$ cat config.mk
export PLATFORM = sky130hd
export DESIGN_NAME = lcs_regs
export DESIGN_NICKNAME = d
export VERILOG_FILES = /design/src/common/lcs_pkg.sv /design/src/lcs_regs.sv
export SDC_FILE = /design/constraint.sdc
export NUM_CORES = 1
export LEC_CHECK = 0
export ABC_AREA = 1
export BUFFER_PORTS_ARGS = -buffer_cell sky130_fd_sc_hd__buf_4
export CORE_AREA = 2 2 115 117
export DETAILED_ROUTE_END_ITERATION = 12
export DIE_AREA = 0 0 117 119
export HOLD_SLACK_MARGIN = 0.06
export PLACE_DENSITY = 0.75
export SYNTH_ARGS = -nofsm -noshare
export SYNTH_HDL_FRONTEND = slang
export SYNTH_SLANG_ARGS = --single-unit
$ cat constraint.sdc
create_clock -name i_clk_sys -period 1.6 [get_ports i_clk_sys]
set_clock_uncertainty 0.05 [all_clocks]
set_input_delay 0.32 -clock i_clk_sys [delete_from_list [all_inputs] [get_ports i_clk_sys]]
set_output_delay 0.32 -clock i_clk_sys [all_outputs]
set_load 0.01 [all_outputs]
$ cat src/common/lcs_pkg.sv
/*
  Constants and carrier types for the bus controller register bank.
  Assumes a single system clock at 10 MHz and a frame engine outside
  this bank that reports frame events as one-cycle pulses.
*/
package lcs_pkg;

  // register indexes on the plain register port
  localparam logic [3:0] ADDR_DATA_FIRST = 4'h0;
  localparam logic [3:0] ADDR_DATA_LAST  = 4'h7;
  localparam logic [3:0] ADDR_CONTROL    = 4'h8;
  localparam logic [3:0] ADDR_STATUS     = 4'h9;
  localparam logic [3:0] ADDR_ERROR      = 4'hA;
  localparam logic [3:0] ADDR_MODE       = 4'hF;

  // control bit positions
  localparam int CTL_STOP    = 7;
  localparam int CTL_SLEEP   = 6;
  localparam int CTL_DIR     = 5;
  localparam int CTL_ACK     = 4;
  localparam int CTL_CLR_INT = 3;
  localparam int CTL_CLR_ERR = 2;
  localparam int CTL_WAKE    = 1;
  localparam int CTL_START   = 0;

  // status bit positions
  localparam int ST_ACTIVE  = 7;
  localparam int ST_IDLE_TO = 6;
  localparam int ST_ABORT   = 5;
  localparam int ST_DATA_REQUEST_FLAG   = 4;
  localparam int ST_INT     = 3;
  localparam int ST_ERROR   = 2;
  localparam int ST_WAKEUP  = 1;
  localparam int ST_DONE    = 0;

  // mode register bit
  localparam int MODE_MASTER = 0;

  localparam logic [7:0] RESET_BYTE = 8'h00;

  // idle timeout: four seconds at 100 ns
  localparam longint IDLE_TIMEOUT_MS = 4000;
  localparam longint CLK_PERIOD_NS   = 100;
  localparam longint IDLE_CYCLES     = (IDLE_TIMEOUT_MS * 1000000) / CLK_PERIOD_NS;
  localparam int     IDLE_CNT_W      = 26;

  // events reported by the frame engine; the flags are one-cycle pulses, the bits, index and byte ride alongside
  typedef struct packed {
    logic       sync_break;
    logic       frame_start;
    logic       frame_done;
    logic       frame_error;
    logic [4:0] err_bits;
    logic       data_id;
    logic       sleep_frame;
    logic       wakeup_rx;
    logic       ack_taken;
    logic       rx_valid;
    logic [2:0] rx_index;
    logic [7:0] rx_byte;
  } lcs_event_s;

  // control levels handed to the frame engine
  typedef struct packed {
    logic master;
    logic transmit;
    logic start;
    logic ack;
    logic blocked;
    logic sleeping;
    logic wake_send;
  } lcs_ctrl_s;

endpackage : lcs_pkg

$ cat src/lcs_regs.sv
/*
  Register bank of the bus controller: eight frame bytes, control,
  status, error flags and a mode register.
  Assumes the register master and frame engine run on i_clk_sys; the
  bus receive pin arrives asynchronously and is synchronised here.
*/
// Added by the designer: strobed register access.
`timescale 1ns/1ps

module lcs_regs #(
  parameter logic [25:0] IDLE_LIMIT = 26'(lcs_pkg::IDLE_CYCLES)
) (
  // clock and reset
  input  wire logic              i_clk_sys,
  input  wire logic              i_rst_n,
  // register port
  input  wire logic [3:0]        i_addr,
  input  wire logic [7:0]        i_wdata,
  input  wire logic              i_wr,
  input  wire logic              i_rd,
  output logic      [7:0]        o_rdata,
  // bus pin and frame engine
  input  wire logic              i_bus_rx,
  input  wire lcs_pkg::lcs_event_s i_evt,
  output lcs_pkg::lcs_ctrl_s     o_ctrl,
  output logic      [63:0]       o_frame_bytes
);

  ////////////////////////////////////////////////////////////////////////
  logic [7:0] frame_byte_value [8];
  logic       master;
  logic       sleep_en;
  logic       frame_direction;
  logic       data_request_ack;
  logic       wakeup_request;
  logic       frame_start_request;
  logic       blocked;
  logic       sleeping;
  logic       bus_active;
  logic       bus_idle_timeout;
  logic       aborted;
  logic       data_request_flag;
  logic       pending_interrupt_flag;
  logic       err_status;
  logic       wakeup_seen;
  logic       done;
  logic       in_frame;
  logic [4:0] error_flags_register;
  logic [25:0] idle_cnt;
  logic       rx_meta;
  logic       rx_sync;
  logic       rx_prev;

  logic       wr_ctl;
  logic       slave_evt;
  logic       next_idle;
  logic [7:0] ctrl_view;
  logic [7:0] status_view;

  function automatic logic hit(input logic [3:0] a, input logic [3:0] ref_a);
    hit = (a == ref_a);
  endfunction : hit

  assign wr_ctl    = i_wr && hit(i_addr, lcs_pkg::ADDR_CONTROL);
  // slave traffic ignored while stop holds, except the freeing break
  assign slave_evt = !master && !blocked;
  assign next_idle = (idle_cnt == IDLE_LIMIT - 26'h0000001);

  ////////////////////////////////////////////////////////////////////////
  // frame bytes
  genvar gi;
  generate
    for (gi = 0; gi < 8; gi++)
    begin : g_byte
      always_ff @(posedge i_clk_sys)
      begin
        if (!i_rst_n)
          frame_byte_value[gi] <= lcs_pkg::RESET_BYTE;
        else if (i_wr && i_addr == 4'(gi))
          frame_byte_value[gi] <= i_wdata;
        else if (i_evt.rx_valid && i_evt.rx_index == 3'(gi) && !frame_direction && !blocked)
          frame_byte_value[gi] <= i_evt.rx_byte;
      end
      assign o_frame_bytes[gi*8 +: 8] = frame_byte_value[gi];
    end
  endgenerate

  ////////////////////////////////////////////////////////////////////////
  // mode and control bits
  always_ff @(posedge i_clk_sys)
  begin
    if (!i_rst_n)
      master <= 1'b0;
    else if (i_wr && hit(i_addr, lcs_pkg::ADDR_MODE))
      master <= i_wdata[lcs_pkg::MODE_MASTER];
  end

  always_ff @(posedge i_clk_sys)
  begin
    if (!i_rst_n)
    begin
      sleep_en        <= 1'b0;
      frame_direction <= 1'b0;
    end
    else if (wr_ctl)
    begin
      sleep_en        <= i_wdata[lcs_pkg::CTL_SLEEP] && !master;
      frame_direction <= i_wdata[lcs_pkg::CTL_DIR];
    end
  end

  always_ff @(posedge i_clk_sys)
  begin
    if (!i_rst_n)
      data_request_ack <= 1'b0;
    else if (wr_ctl && i_wdata[lcs_pkg::CTL_ACK] && !master)
      data_request_ack <= 1'b1;
    else if (i_evt.ack_taken)
      data_request_ack <= 1'b0;
  end

  always_ff @(posedge i_clk_sys)
  begin
    if (!i_rst_n)
      frame_start_request <= 1'b0;
    else if (wr_ctl && i_wdata[lcs_pkg::CTL_START] && master)
      frame_start_request <= 1'b1;
    else if (i_evt.frame_done || i_evt.frame_error)
      frame_start_request <= 1'b0;
  end

  // wake request held one cycle so the engine sees a pulse, then drops
  always_ff @(posedge i_clk_sys)
  begin
    if (!i_rst_n)
      wakeup_request <= 1'b0;
    else if (wr_ctl && i_wdata[lcs_pkg::CTL_WAKE] && sleeping)
      wakeup_request <= 1'b1;
    else
      wakeup_request <= 1'b0;
  end

  always_ff @(posedge i_clk_sys)
  begin
    if (!i_rst_n)
      blocked <= 1'b0;
    else if (wr_ctl && i_wdata[lcs_pkg::CTL_STOP] && !master)
      blocked <= 1'b1;
    else if (i_evt.sync_break)
      blocked <= 1'b0;
  end

  always_ff @(posedge i_clk_sys)
  begin
    if (!i_rst_n)
      sleeping <= 1'b0;
    else if (wakeup_request)
      sleeping <= 1'b0;
    else if (sleeping && !sleep_en && i_evt.wakeup_rx)
      sleeping <= 1'b0;
    else if (!master && sleep_en && (i_evt.sleep_frame || bus_idle_timeout))
      sleeping <= 1'b1;
  end

  ////////////////////////////////////////////////////////////////////////
  // bus activity: two-flop sync, then edge watch
  always_ff @(posedge i_clk_sys)
  begin
    if (!i_rst_n)
    begin
      rx_meta <= 1'b1;
      rx_sync <= 1'b1;
      rx_prev <= 1'b1;
    end
    else
    begin
      rx_meta <= i_bus_rx;
      rx_sync <= rx_meta;
      rx_prev <= rx_sync;
    end
  end

  always_ff @(posedge i_clk_sys)
  begin
    if (!i_rst_n)
      in_frame <= 1'b0;
    else if (i_evt.sync_break || i_evt.frame_start)
      in_frame <= 1'b1;
    else if (i_evt.frame_done || i_evt.frame_error)
      in_frame <= 1'b0;
  end

  // activity means a frame underway, the line held dominant, or a line edge
  always_ff @(posedge i_clk_sys)
  begin
    if (!i_rst_n)
      bus_active <= 1'b0;
    else
      bus_active <= in_frame || !rx_sync || (rx_sync != rx_prev);
  end

  // 26-bit counter covers four seconds at 10 MHz
  // holds at IDLE_LIMIT - 1 so the flag cannot wrap back to clear
  always_ff @(posedge i_clk_sys)
  begin
    if (!i_rst_n)
      idle_cnt <= 26'h0000000;
    else if (bus_active || sleeping || master)
      idle_cnt <= 26'h0000000;
    else if (!next_idle)
      idle_cnt <= idle_cnt + 26'h0000001;
  end

  always_ff @(posedge i_clk_sys)
  begin
    if (!i_rst_n)
      bus_idle_timeout <= 1'b0;
    else if (bus_active || sleeping || master)
      bus_idle_timeout <= 1'b0;
    else if (next_idle)
      bus_idle_timeout <= 1'b1;
  end

  ////////////////////////////////////////////////////////////////////////
  // status flags
  always_ff @(posedge i_clk_sys)
  begin
    if (!i_rst_n)
      aborted <= 1'b0;
    else if (wr_ctl && i_wdata[lcs_pkg::CTL_STOP] && !master)
      aborted <= 1'b1;
    else if (i_evt.sync_break && !master)
      aborted <= in_frame;
  end

  always_ff @(posedge i_clk_sys)
  begin
    if (!i_rst_n)
      data_request_flag <= 1'b0;
    else if (i_evt.data_id && slave_evt)
      data_request_flag <= 1'b1;
    // a fresh break or the software ack retires the request
    else if (i_evt.sync_break || data_request_ack)
      data_request_flag <= 1'b0;
  end

  // set beats clear in the same cycle
  always_ff @(posedge i_clk_sys)
  begin
    if (!i_rst_n)
      pending_interrupt_flag <= 1'b0;
    else if ((i_evt.data_id && slave_evt) || i_evt.frame_done || i_evt.frame_error || i_evt.wakeup_rx)
      pending_interrupt_flag <= 1'b1;
    else if (wr_ctl && i_wdata[lcs_pkg::CTL_CLR_INT])
      pending_interrupt_flag <= 1'b0;
  end

  always_ff @(posedge i_clk_sys)
  begin
    if (!i_rst_n)
    begin
      err_status           <= 1'b0;
      error_flags_register <= 5'h00;
    end
    else if (i_evt.frame_error)
    begin
      err_status           <= 1'b1;
      error_flags_register <= error_flags_register | i_evt.err_bits;
    end
    else if (wr_ctl && i_wdata[lcs_pkg::CTL_CLR_ERR])
    begin
      err_status           <= 1'b0;
      error_flags_register <= 5'h00;
    end
  end

  always_ff @(posedge i_clk_sys)
  begin
    if (!i_rst_n)
      wakeup_seen <= 1'b0;
    else if (wakeup_request || i_evt.wakeup_rx)
      wakeup_seen <= 1'b1;
    else if (i_evt.sync_break)
      wakeup_seen <= 1'b0;
  end

  always_ff @(posedge i_clk_sys)
  begin
    if (!i_rst_n)
      done <= 1'b0;
    else if (i_evt.frame_done)
      done <= 1'b1;
    else if (i_evt.frame_start)
      done <= 1'b0;
  end

  ////////////////////////////////////////////////////////////////////////
  // read views laid out by the shared bit positions; unset bits read zero
  always_comb
  begin
    ctrl_view                         = lcs_pkg::RESET_BYTE;
    ctrl_view[lcs_pkg::CTL_SLEEP]     = sleep_en;
    ctrl_view[lcs_pkg::CTL_DIR]       = frame_direction;
    ctrl_view[lcs_pkg::CTL_ACK]       = data_request_ack;
    ctrl_view[lcs_pkg::CTL_WAKE]      = wakeup_request;
    ctrl_view[lcs_pkg::CTL_START]     = frame_start_request;
  end

  always_comb
  begin
    status_view                       = lcs_pkg::RESET_BYTE;
    status_view[lcs_pkg::ST_ACTIVE]   = bus_active;
    status_view[lcs_pkg::ST_IDLE_TO]  = bus_idle_timeout;
    status_view[lcs_pkg::ST_ABORT]    = aborted;
    status_view[lcs_pkg::ST_DATA_REQUEST_FLAG]    = data_request_flag;
    status_view[lcs_pkg::ST_INT]      = pending_interrupt_flag;
    status_view[lcs_pkg::ST_ERROR]    = err_status;
    status_view[lcs_pkg::ST_WAKEUP]   = wakeup_seen;
    status_view[lcs_pkg::ST_DONE]     = done;
  end

  ////////////////////////////////////////////////////////////////////////
  // read port; write-only bits read zero
  always_ff @(posedge i_clk_sys)
  begin
    if (!i_rst_n)
      o_rdata <= 8'h00;
    else if (!i_rd)
      o_rdata <= 8'h00;
    else if (i_addr <= lcs_pkg::ADDR_DATA_LAST)
      o_rdata <= frame_byte_value[i_addr[2:0]];
    else if (hit(i_addr, lcs_pkg::ADDR_CONTROL))
      o_rdata <= ctrl_view;
    else if (hit(i_addr, lcs_pkg::ADDR_STATUS))
      o_rdata <= status_view;
    else if (hit(i_addr, lcs_pkg::ADDR_ERROR))
      o_rdata <= {3'b000, error_flags_register};
    else if (hit(i_addr, lcs_pkg::ADDR_MODE))
      o_rdata <= {7'h00, master};
    else
      o_rdata <= 8'h00;
  end

  always_ff @(posedge i_clk_sys)
  begin
    if (!i_rst_n)
      o_ctrl <= '0;
    else
      o_ctrl <= '{master: master, transmit: frame_direction, start: frame_start_request,
                  ack: data_request_ack, blocked: blocked, sleeping: sleeping,
                  wake_send: wakeup_request};
  end

endmodule : lcs_regs

==> results of run 1 <==
cell type report:
cell class	instances	area (µm²)
multi-input cells	550	2650
fillers	1062	4440
inverters	85	322
repair buffers	180	1430
flip-flops and latches	130	3240
clock inverters	12	114
well taps	176	220
clock buffers	20	457
registers in the layout, summed over array words and instances (netlist names), 5 cells and up:
name and cells:
error_flags_register 5, frame_byte_value 64, idle_cnt 26, o_ctrl 7, o_rdata 8
routing by layer:
metal / GRT usage / vias up
met1: 0.376 / 2853
met2: 0.481 / 451
met5: 0 / -
li1: - / 3003
met4: 0.147 / 0
met3: 0.0723 / 77
worst min-delay path by stage:
stage / startpoint / endpoint / slack, ns / cells past startpoint
CTS: i_evt[22] / done / 0.08 / 3
floorplan: rx_sync / rx_prev / 0.34 / 2
global placement: rx_meta / rx_sync / 0.35 / 1
finish: i_evt[19] / error_flags_register[3] / 0.09 / 3
global route: i_evt[20] / error_flags_register[4] / 0.09 / 3
detailed placement: rx_meta / rx_sync / 0.35 / 1
what timing repair did:
| action | CTS | global route |
|---|---|---|
| hold buffers | 3 | 0 |
| buffers inserted | 0 | 0 |
| endpoints found under the setup margin | 0 | 20 |
| gates resized for setup | 0 | 15 |
| endpoints found under the hold margin | 3 | 0 |
worst reg2reg max path: cells and delay by family (launching register included):
kind / cells / cell delay (ns)
DFF: 1 / 0.32
and+or+nand+nor: 5 / 0.59
buffers and inverters: 2 / 0.28
logic make-up (layout without fill, tap and decap cells):
| family | count (synthesis) | count (layout) |
|---|---|---|
| and+or+nand+nor | 431 | 431 |
| buffers and inverters | 103 | 297 |
| AOI/OAI and AO/OA | 111 | 111 |
| DFF | 130 | 130 |
| adders and majority gates | 1 | 1 |
| xor gates and xnor gates | 7 | 7 |
power by group:
| part | internal, mW | total [mW] | switching (mW) |
|---|---|---|---|
| clock | 2.35 | 3.75 | 1.40 |
| sequential | 3.66 | 3.78 | 0.118 |
| combinational | 0.448 | 1.04 | 0.594 |
cells in the final DEF (no fill, tap or decap), types with 4 or more instances in the layout:
master     synthesis  routed
a21oi_1           31      31
nand3_2            1       4
o21ai_0            7       7
buf_4              4     171
nand2_1          229     227
xnor2_1            6       6
clkinv_1           5       5
o22ai_1           65      65
nor3_2             6       6
nand4_1           18      18
nand3_1           52      49
clkinv_2           0       9
inv_2              5       4
clkbuf_16          0      17
nor2_2             3       7
inv_1             75      75
edfxtp_1          64      64
buf_12             0       6
nand2_2            6       7
dfxtp_1           66      65
nor3_1             4       4
nor2_1           101      95
==> impl_metrics.toml, run 1 <==
[status]
status = "completed"

[drt]
dr.pass1.iters = 6
met2_length_um = 9820
wire_per_inst_um = 17.9
drt_iter0_markers = 895
antenna_left = 0
avgViaCountPerCell = 5.54
dr.max_layer_used = "met4"
vias = 6384
wl_met3_um = 2300
wl_met1_um = 7490
drt-total-wl_um = 20600
drc = 0

[synth]
syn_area_um2 = 6250
async_reset_ff_frac = 0
yosys_warnings = 0
yosysTopAreaCellShare = 0.307
synthSimpleGateAreaFrac = 0.296
synth_top_cell_by_area = "edfxtp_1"
yosys.cell_types.count = 36
syn-num-nets = 826
ys_seq_area_frac = 0.519
synth_xor_area_frac = 0.00981
syn_area_per_cell_um2 = 7.98
syn_inst = 783
synth_compound_area_frac = 0.107
synth_top_family_by_area = "simple AND/OR/NAND/NOR gates"
synth_fa_ha_area_frac = 0.00200
netlist_top_cells_count = "nand2_1 (229), nor2_1 (101), inv_1 (75), dfxtp_1 (66), o22ai_1 (65)"
ys_top_cells_by_area = "edfxtp_1 (31%), dfxtp_1 (21%), nand2_1 (14%), o22ai_1 (6.5%), nor2_1 (6.1%)"
synth_edf_count = 64
ys_ff_latch = 130
synthFlopType = "dfxtp_1"
synth.most_common_cell = "nand2_1"
synth_mux_area_frac = 0

[layout]
syn_to_final_growth_pct = 35.0
drive_gt1_frac = 0.256
num_antenna_cells = 0
stdcell_count = 1153
final_util = 0.655
fin_area_um2 = 8440
layout.nets = 1007

[sta]
hold_viol = 0
slew_viol_final = 0
period_share = 0.951
rsz0062_at_grt = "false"
setup_ws_ns = 0.0781
worst_slew_pin_slew_ns = 0.897
slew_headroom = 0.400
period_needed_ns = 1.52
max_freq_mhz = 657
fin_hold_ws_ns = 0.0898
setup_viol = 0
fin_setup_tns_ns = 0

[clock_tree]
cts.sinks = 130
cts_tree = "yes"
cts_root_buf = "clkbuf_16"
htree_levels = 4
clkTransAtPathRegs_ns = 0.06
clockBufferDepth = 2
numCtsBuffers = 17
insertion_delay_ns = 0.42

[die]
fp.dieW_um = 117
fp.coreArea_um2 = 12900
rows = 42
die_h_um = 119
die_area_um2 = 13900
io_pins = 121
initial_utilization = 0.486

[place]
place_area_um2 = 7790
hpwl_um = 15000
gp_congestion = 0.991
dpl_worst_slack_ns = -0.225
dpl.cell_count = 1118
io_buffers = 120

[power]
total_power_mw = 8.57
leakage_nw = 3.65
powerDensity_nw_per_um2 = 1020
vdd_ir_drop_max_uv = 795

[critical_path]
reg2reg_depth = 7
worst_setup_path_end_kind = "flip-flop"
reg2reg_to = "frame_byte_value[2][0]"
cp.required_ns = 1.69
crit_family = "simple AND/OR/NAND/NOR gates"
crit_path_max_incr_delay_ns = 0.32
crit_buf_inv = 2
cp.depth = 7
cp_max_fo = 8
slowest_stage = "dfxtp_1"
crit_end = "frame_byte_value[2][0]"
cp.arrival_ns = 1.61
reg2reg_from = "blocked"
worstSetupPathType = "reg -> reg"
crit_top_cell = "nand2_1"
start_kind = "flip-flop"
rrSetupSlack_ns = 0.08
crit_start = "blocked"
path_cells = "nor3b_2 -> buf_4 -> nand2_1 -> nor2_1 -> nand2_2 -> nand2_1 -> buf_12"

[grt]
grt_max_degree = 26
antenna_found_initial = 0
grt_pass1_wl_um = 31100
grt_pass1_vias = 5855
gr-total-overflow = 0
grtUsageTotal = 0.300

[job]
maxCapViolations = 0

[worst_hold_path]
hp-class = "in -> reg"
Power figures use the tool's default switching activity.
==> run 2: changes to the inputs <==
--- a/config.mk
+++ b/config.mk
@@ -7,11 +7,11 @@
 export LEC_CHECK = 0
 export ABC_AREA = 1
 export BUFFER_PORTS_ARGS = -buffer_cell sky130_fd_sc_hd__buf_4
-export CORE_AREA = 2 2 115 117
+export CORE_AREA = 2 2 110 112
 export DETAILED_ROUTE_END_ITERATION = 12
-export DIE_AREA = 0 0 117 119
+export DIE_AREA = 0 0 112 114
 export HOLD_SLACK_MARGIN = 0.06
-export PLACE_DENSITY = 0.75
+export PLACE_DENSITY = 0.78
 export SYNTH_ARGS = -nofsm -noshare
 export SYNTH_HDL_FRONTEND = slang
 export SYNTH_SLANG_ARGS = --single-unit
==> constraint.sdc (replaced) <==
create_clock -name i_clk_sys -period 1.5 [get_ports i_clk_sys]
set_clock_uncertainty 0.05 [all_clocks]
set_input_delay 0.3 -clock i_clk_sys [delete_from_list [all_inputs] [get_ports i_clk_sys]]
set_output_delay 0.3 -clock i_clk_sys [all_outputs]
set_load 0.01 [all_outputs]
==> run 2 against run 1 <==
- the flow now finishes with violations (negative setup slack)
- worst hold slack worse by 0.024 ns
- clock power up 11%
- design area up 5.8%
- cell count down 2.0%
- first-iteration DRC count down 1.0%
- setup slack worse by 0.21 ns
- via count up 5.4%
==> impl_metrics.toml, run 2 (synthesis gave the netlist of run 1 again) <==
[drt]
vias = 6728
wire_per_inst_um = 19.6
drc = 0
drt-total-wl_um = 22200
avgViaCountPerCell = 5.95
dr.pass1.iters = 7
drt_iter0_markers = 886
antenna_left = 0

[layout]
largest_register_ff_count = 64
fill_cells = 803
drive_gt1_frac = 0.333
top_register = "frame_byte_value"
multi_input_area_um2 = 3110
mostFrequentLayoutCell = "nand2_1"
final_cell_mix = "nand2_1 (217), buf_4 (177), nor2_1 (86), inv_1 (74), edfxtp_1 (64)"
syn_to_final_growth_pct = 42.9
layout.nets = 1013
regArea_um2 = 3260
reg_top3 = "frame_byte_value x64, idle_cnt x26, o_rdata x8"
num_antenna_cells = 0

[clock_tree]
numCtsBuffers = 17
clkTransAtPathRegs_ns = 0.06
cts_root_buf = "clkbuf_16"
htree_levels = 4
insertion_delay_ns = 0.43
cts_tree = "yes"
clockBufferDepth = 2
cts.sinks = 130

[sta]
setup_ws_ns = -0.130
slew_viol_final = 0
worst_slew_pin_slew_ns = 0.726
period_share = 1.09
period_needed_ns = 1.63
hold_viol = 0
slew_headroom = 0.514
fin_setup_tns_ns = -6.88
setup_viol = 96
fin_hold_ws_ns = 0.0659
rsz0062_at_grt = "true"
max_freq_mhz = 614

[power]
vdd_ir_drop_max_uv = 875
leakage_nw = 3.79
powerDensity_nw_per_um2 = 1050

[grt]
antenna_found_initial = 0
gr-total-overflow = 0
grtUsageTotal = 0.334
grt_pass1_wl_um = 32700
grt_pass1_vias = 6368
grt_max_degree = 18

[place]
gp_congestion = 0.970
hpwl_um = 15200
io_buffers = 120

[status]
status = "finished with violations"
violations = "negative setup slack"

[die]
die_h_um = 114
initial_utilization = 0.534
fp.dieW_um = 112
io_pins = 121
fp.coreArea_um2 = 11700
die_area_um2 = 12800
rows = 40

[job]
maxCapViolations = 0

[critical_path]
cp_max_fo = 8
cp.required_ns = 1.70
cp.arrival_ns = 1.83
rrSetupSlack_ns = -0.13
start_kind = "flip-flop"
worst_setup_path_end_kind = "flip-flop"
worstSetupPathType = "reg -> reg"

[worst_hold_path]
hp-class = "in -> reg"
==> run 2: changes by cell type in the layout (fill, tap and decap cells not counted), sizes merged <==
| cell | before | now |
|---|---|---|
| buf | 177 | 183 |
| bufinv | 2 | 0 |
| clkbuf | 20 | 25 |
| clkinv | 15 | 10 |
| clkinvlp | 0 | 1 |
| inv | 80 | 81 |
==> run 2: cell type report <==
class                           count  area share
Clock buffer                       25      0.0631
Clock inverter                      7     0.00434
Inverter                           85      0.0366
Multi-Input combinational cell    550       0.348
Sequential cell                   130       0.365
Tap cell                          147      0.0206
Timing Repair Buffer              186       0.163
==> run 2: final timing paths <==
check             from                      to  depth (start not counted)
min          i_evt[22]                    done                          3
min reg2reg    rx_meta                 rx_sync                          1
max reg2reg    blocked  frame_byte_value[7][3]                          6
max            blocked  frame_byte_value[7][3]                          6
==> run 2: metal layers <==
metal,share of wire,vias up,GRT usage
li1,-,3019,-
met1,0.35,3086,0.396
met2,0.48,507,0.550
met3,0.11,116,0.0845
met4,0.061,0,0.201
met5,0,-,0
==> run 2: critical path, stage by stage (launching register included) <==
cell and delay (ns):
dfxtp_2 0.33, nor3b_4 0.32, nand2_2 0.19, nor2_2 0.18, nand2_2 0.10, buf_6 0.16
o22ai_1 0.13
==> run 2: where the power goes <==
group | leakage [nW] | internal, mW | switching [mW]
Clock | 0.304 | 2.59 | 1.56
Combinational | 2.32 | 0.477 | 0.699
Sequential | 1.16 | 3.91 | 0.133
Total | 3.79 | 6.98 | 2.39
==> run 2: metrics by stage <==
| step | instance area [µm²] | utilization | power, mW | cells | worst slack [ns] |
|---|---|---|---|---|---|
| after floorplan | 6330 | - | 4.56 | 783 | -0.0539 |
| after global placement | 7800 | 0.666 | 5.13 | 1094 | -0.175 |
| after detailed placement | 7800 | 0.666 | 5.15 | 1094 | -0.219 |
| after CTS | 8580 | 0.733 | 9.24 | 1130 | -0.0593 |
| after global routing | 8930 | 0.763 | 9.58 | 1130 | -0.192 |
| final | 8930 | 0.763 | 9.36 | 1130 | -0.130 |
==> run 2: repair_timing <==
| item | CTS | global route |
|---|---|---|
| endpoints found under the setup margin | 85 | 130 |
| buffers inserted | 1 | 0 |
| hold buffers | 3 | 0 |
| hold endpoints to repair | 3 | 0 |
| pin swaps | 5 | 6 |
| gates resized for setup | 32 | 74 |
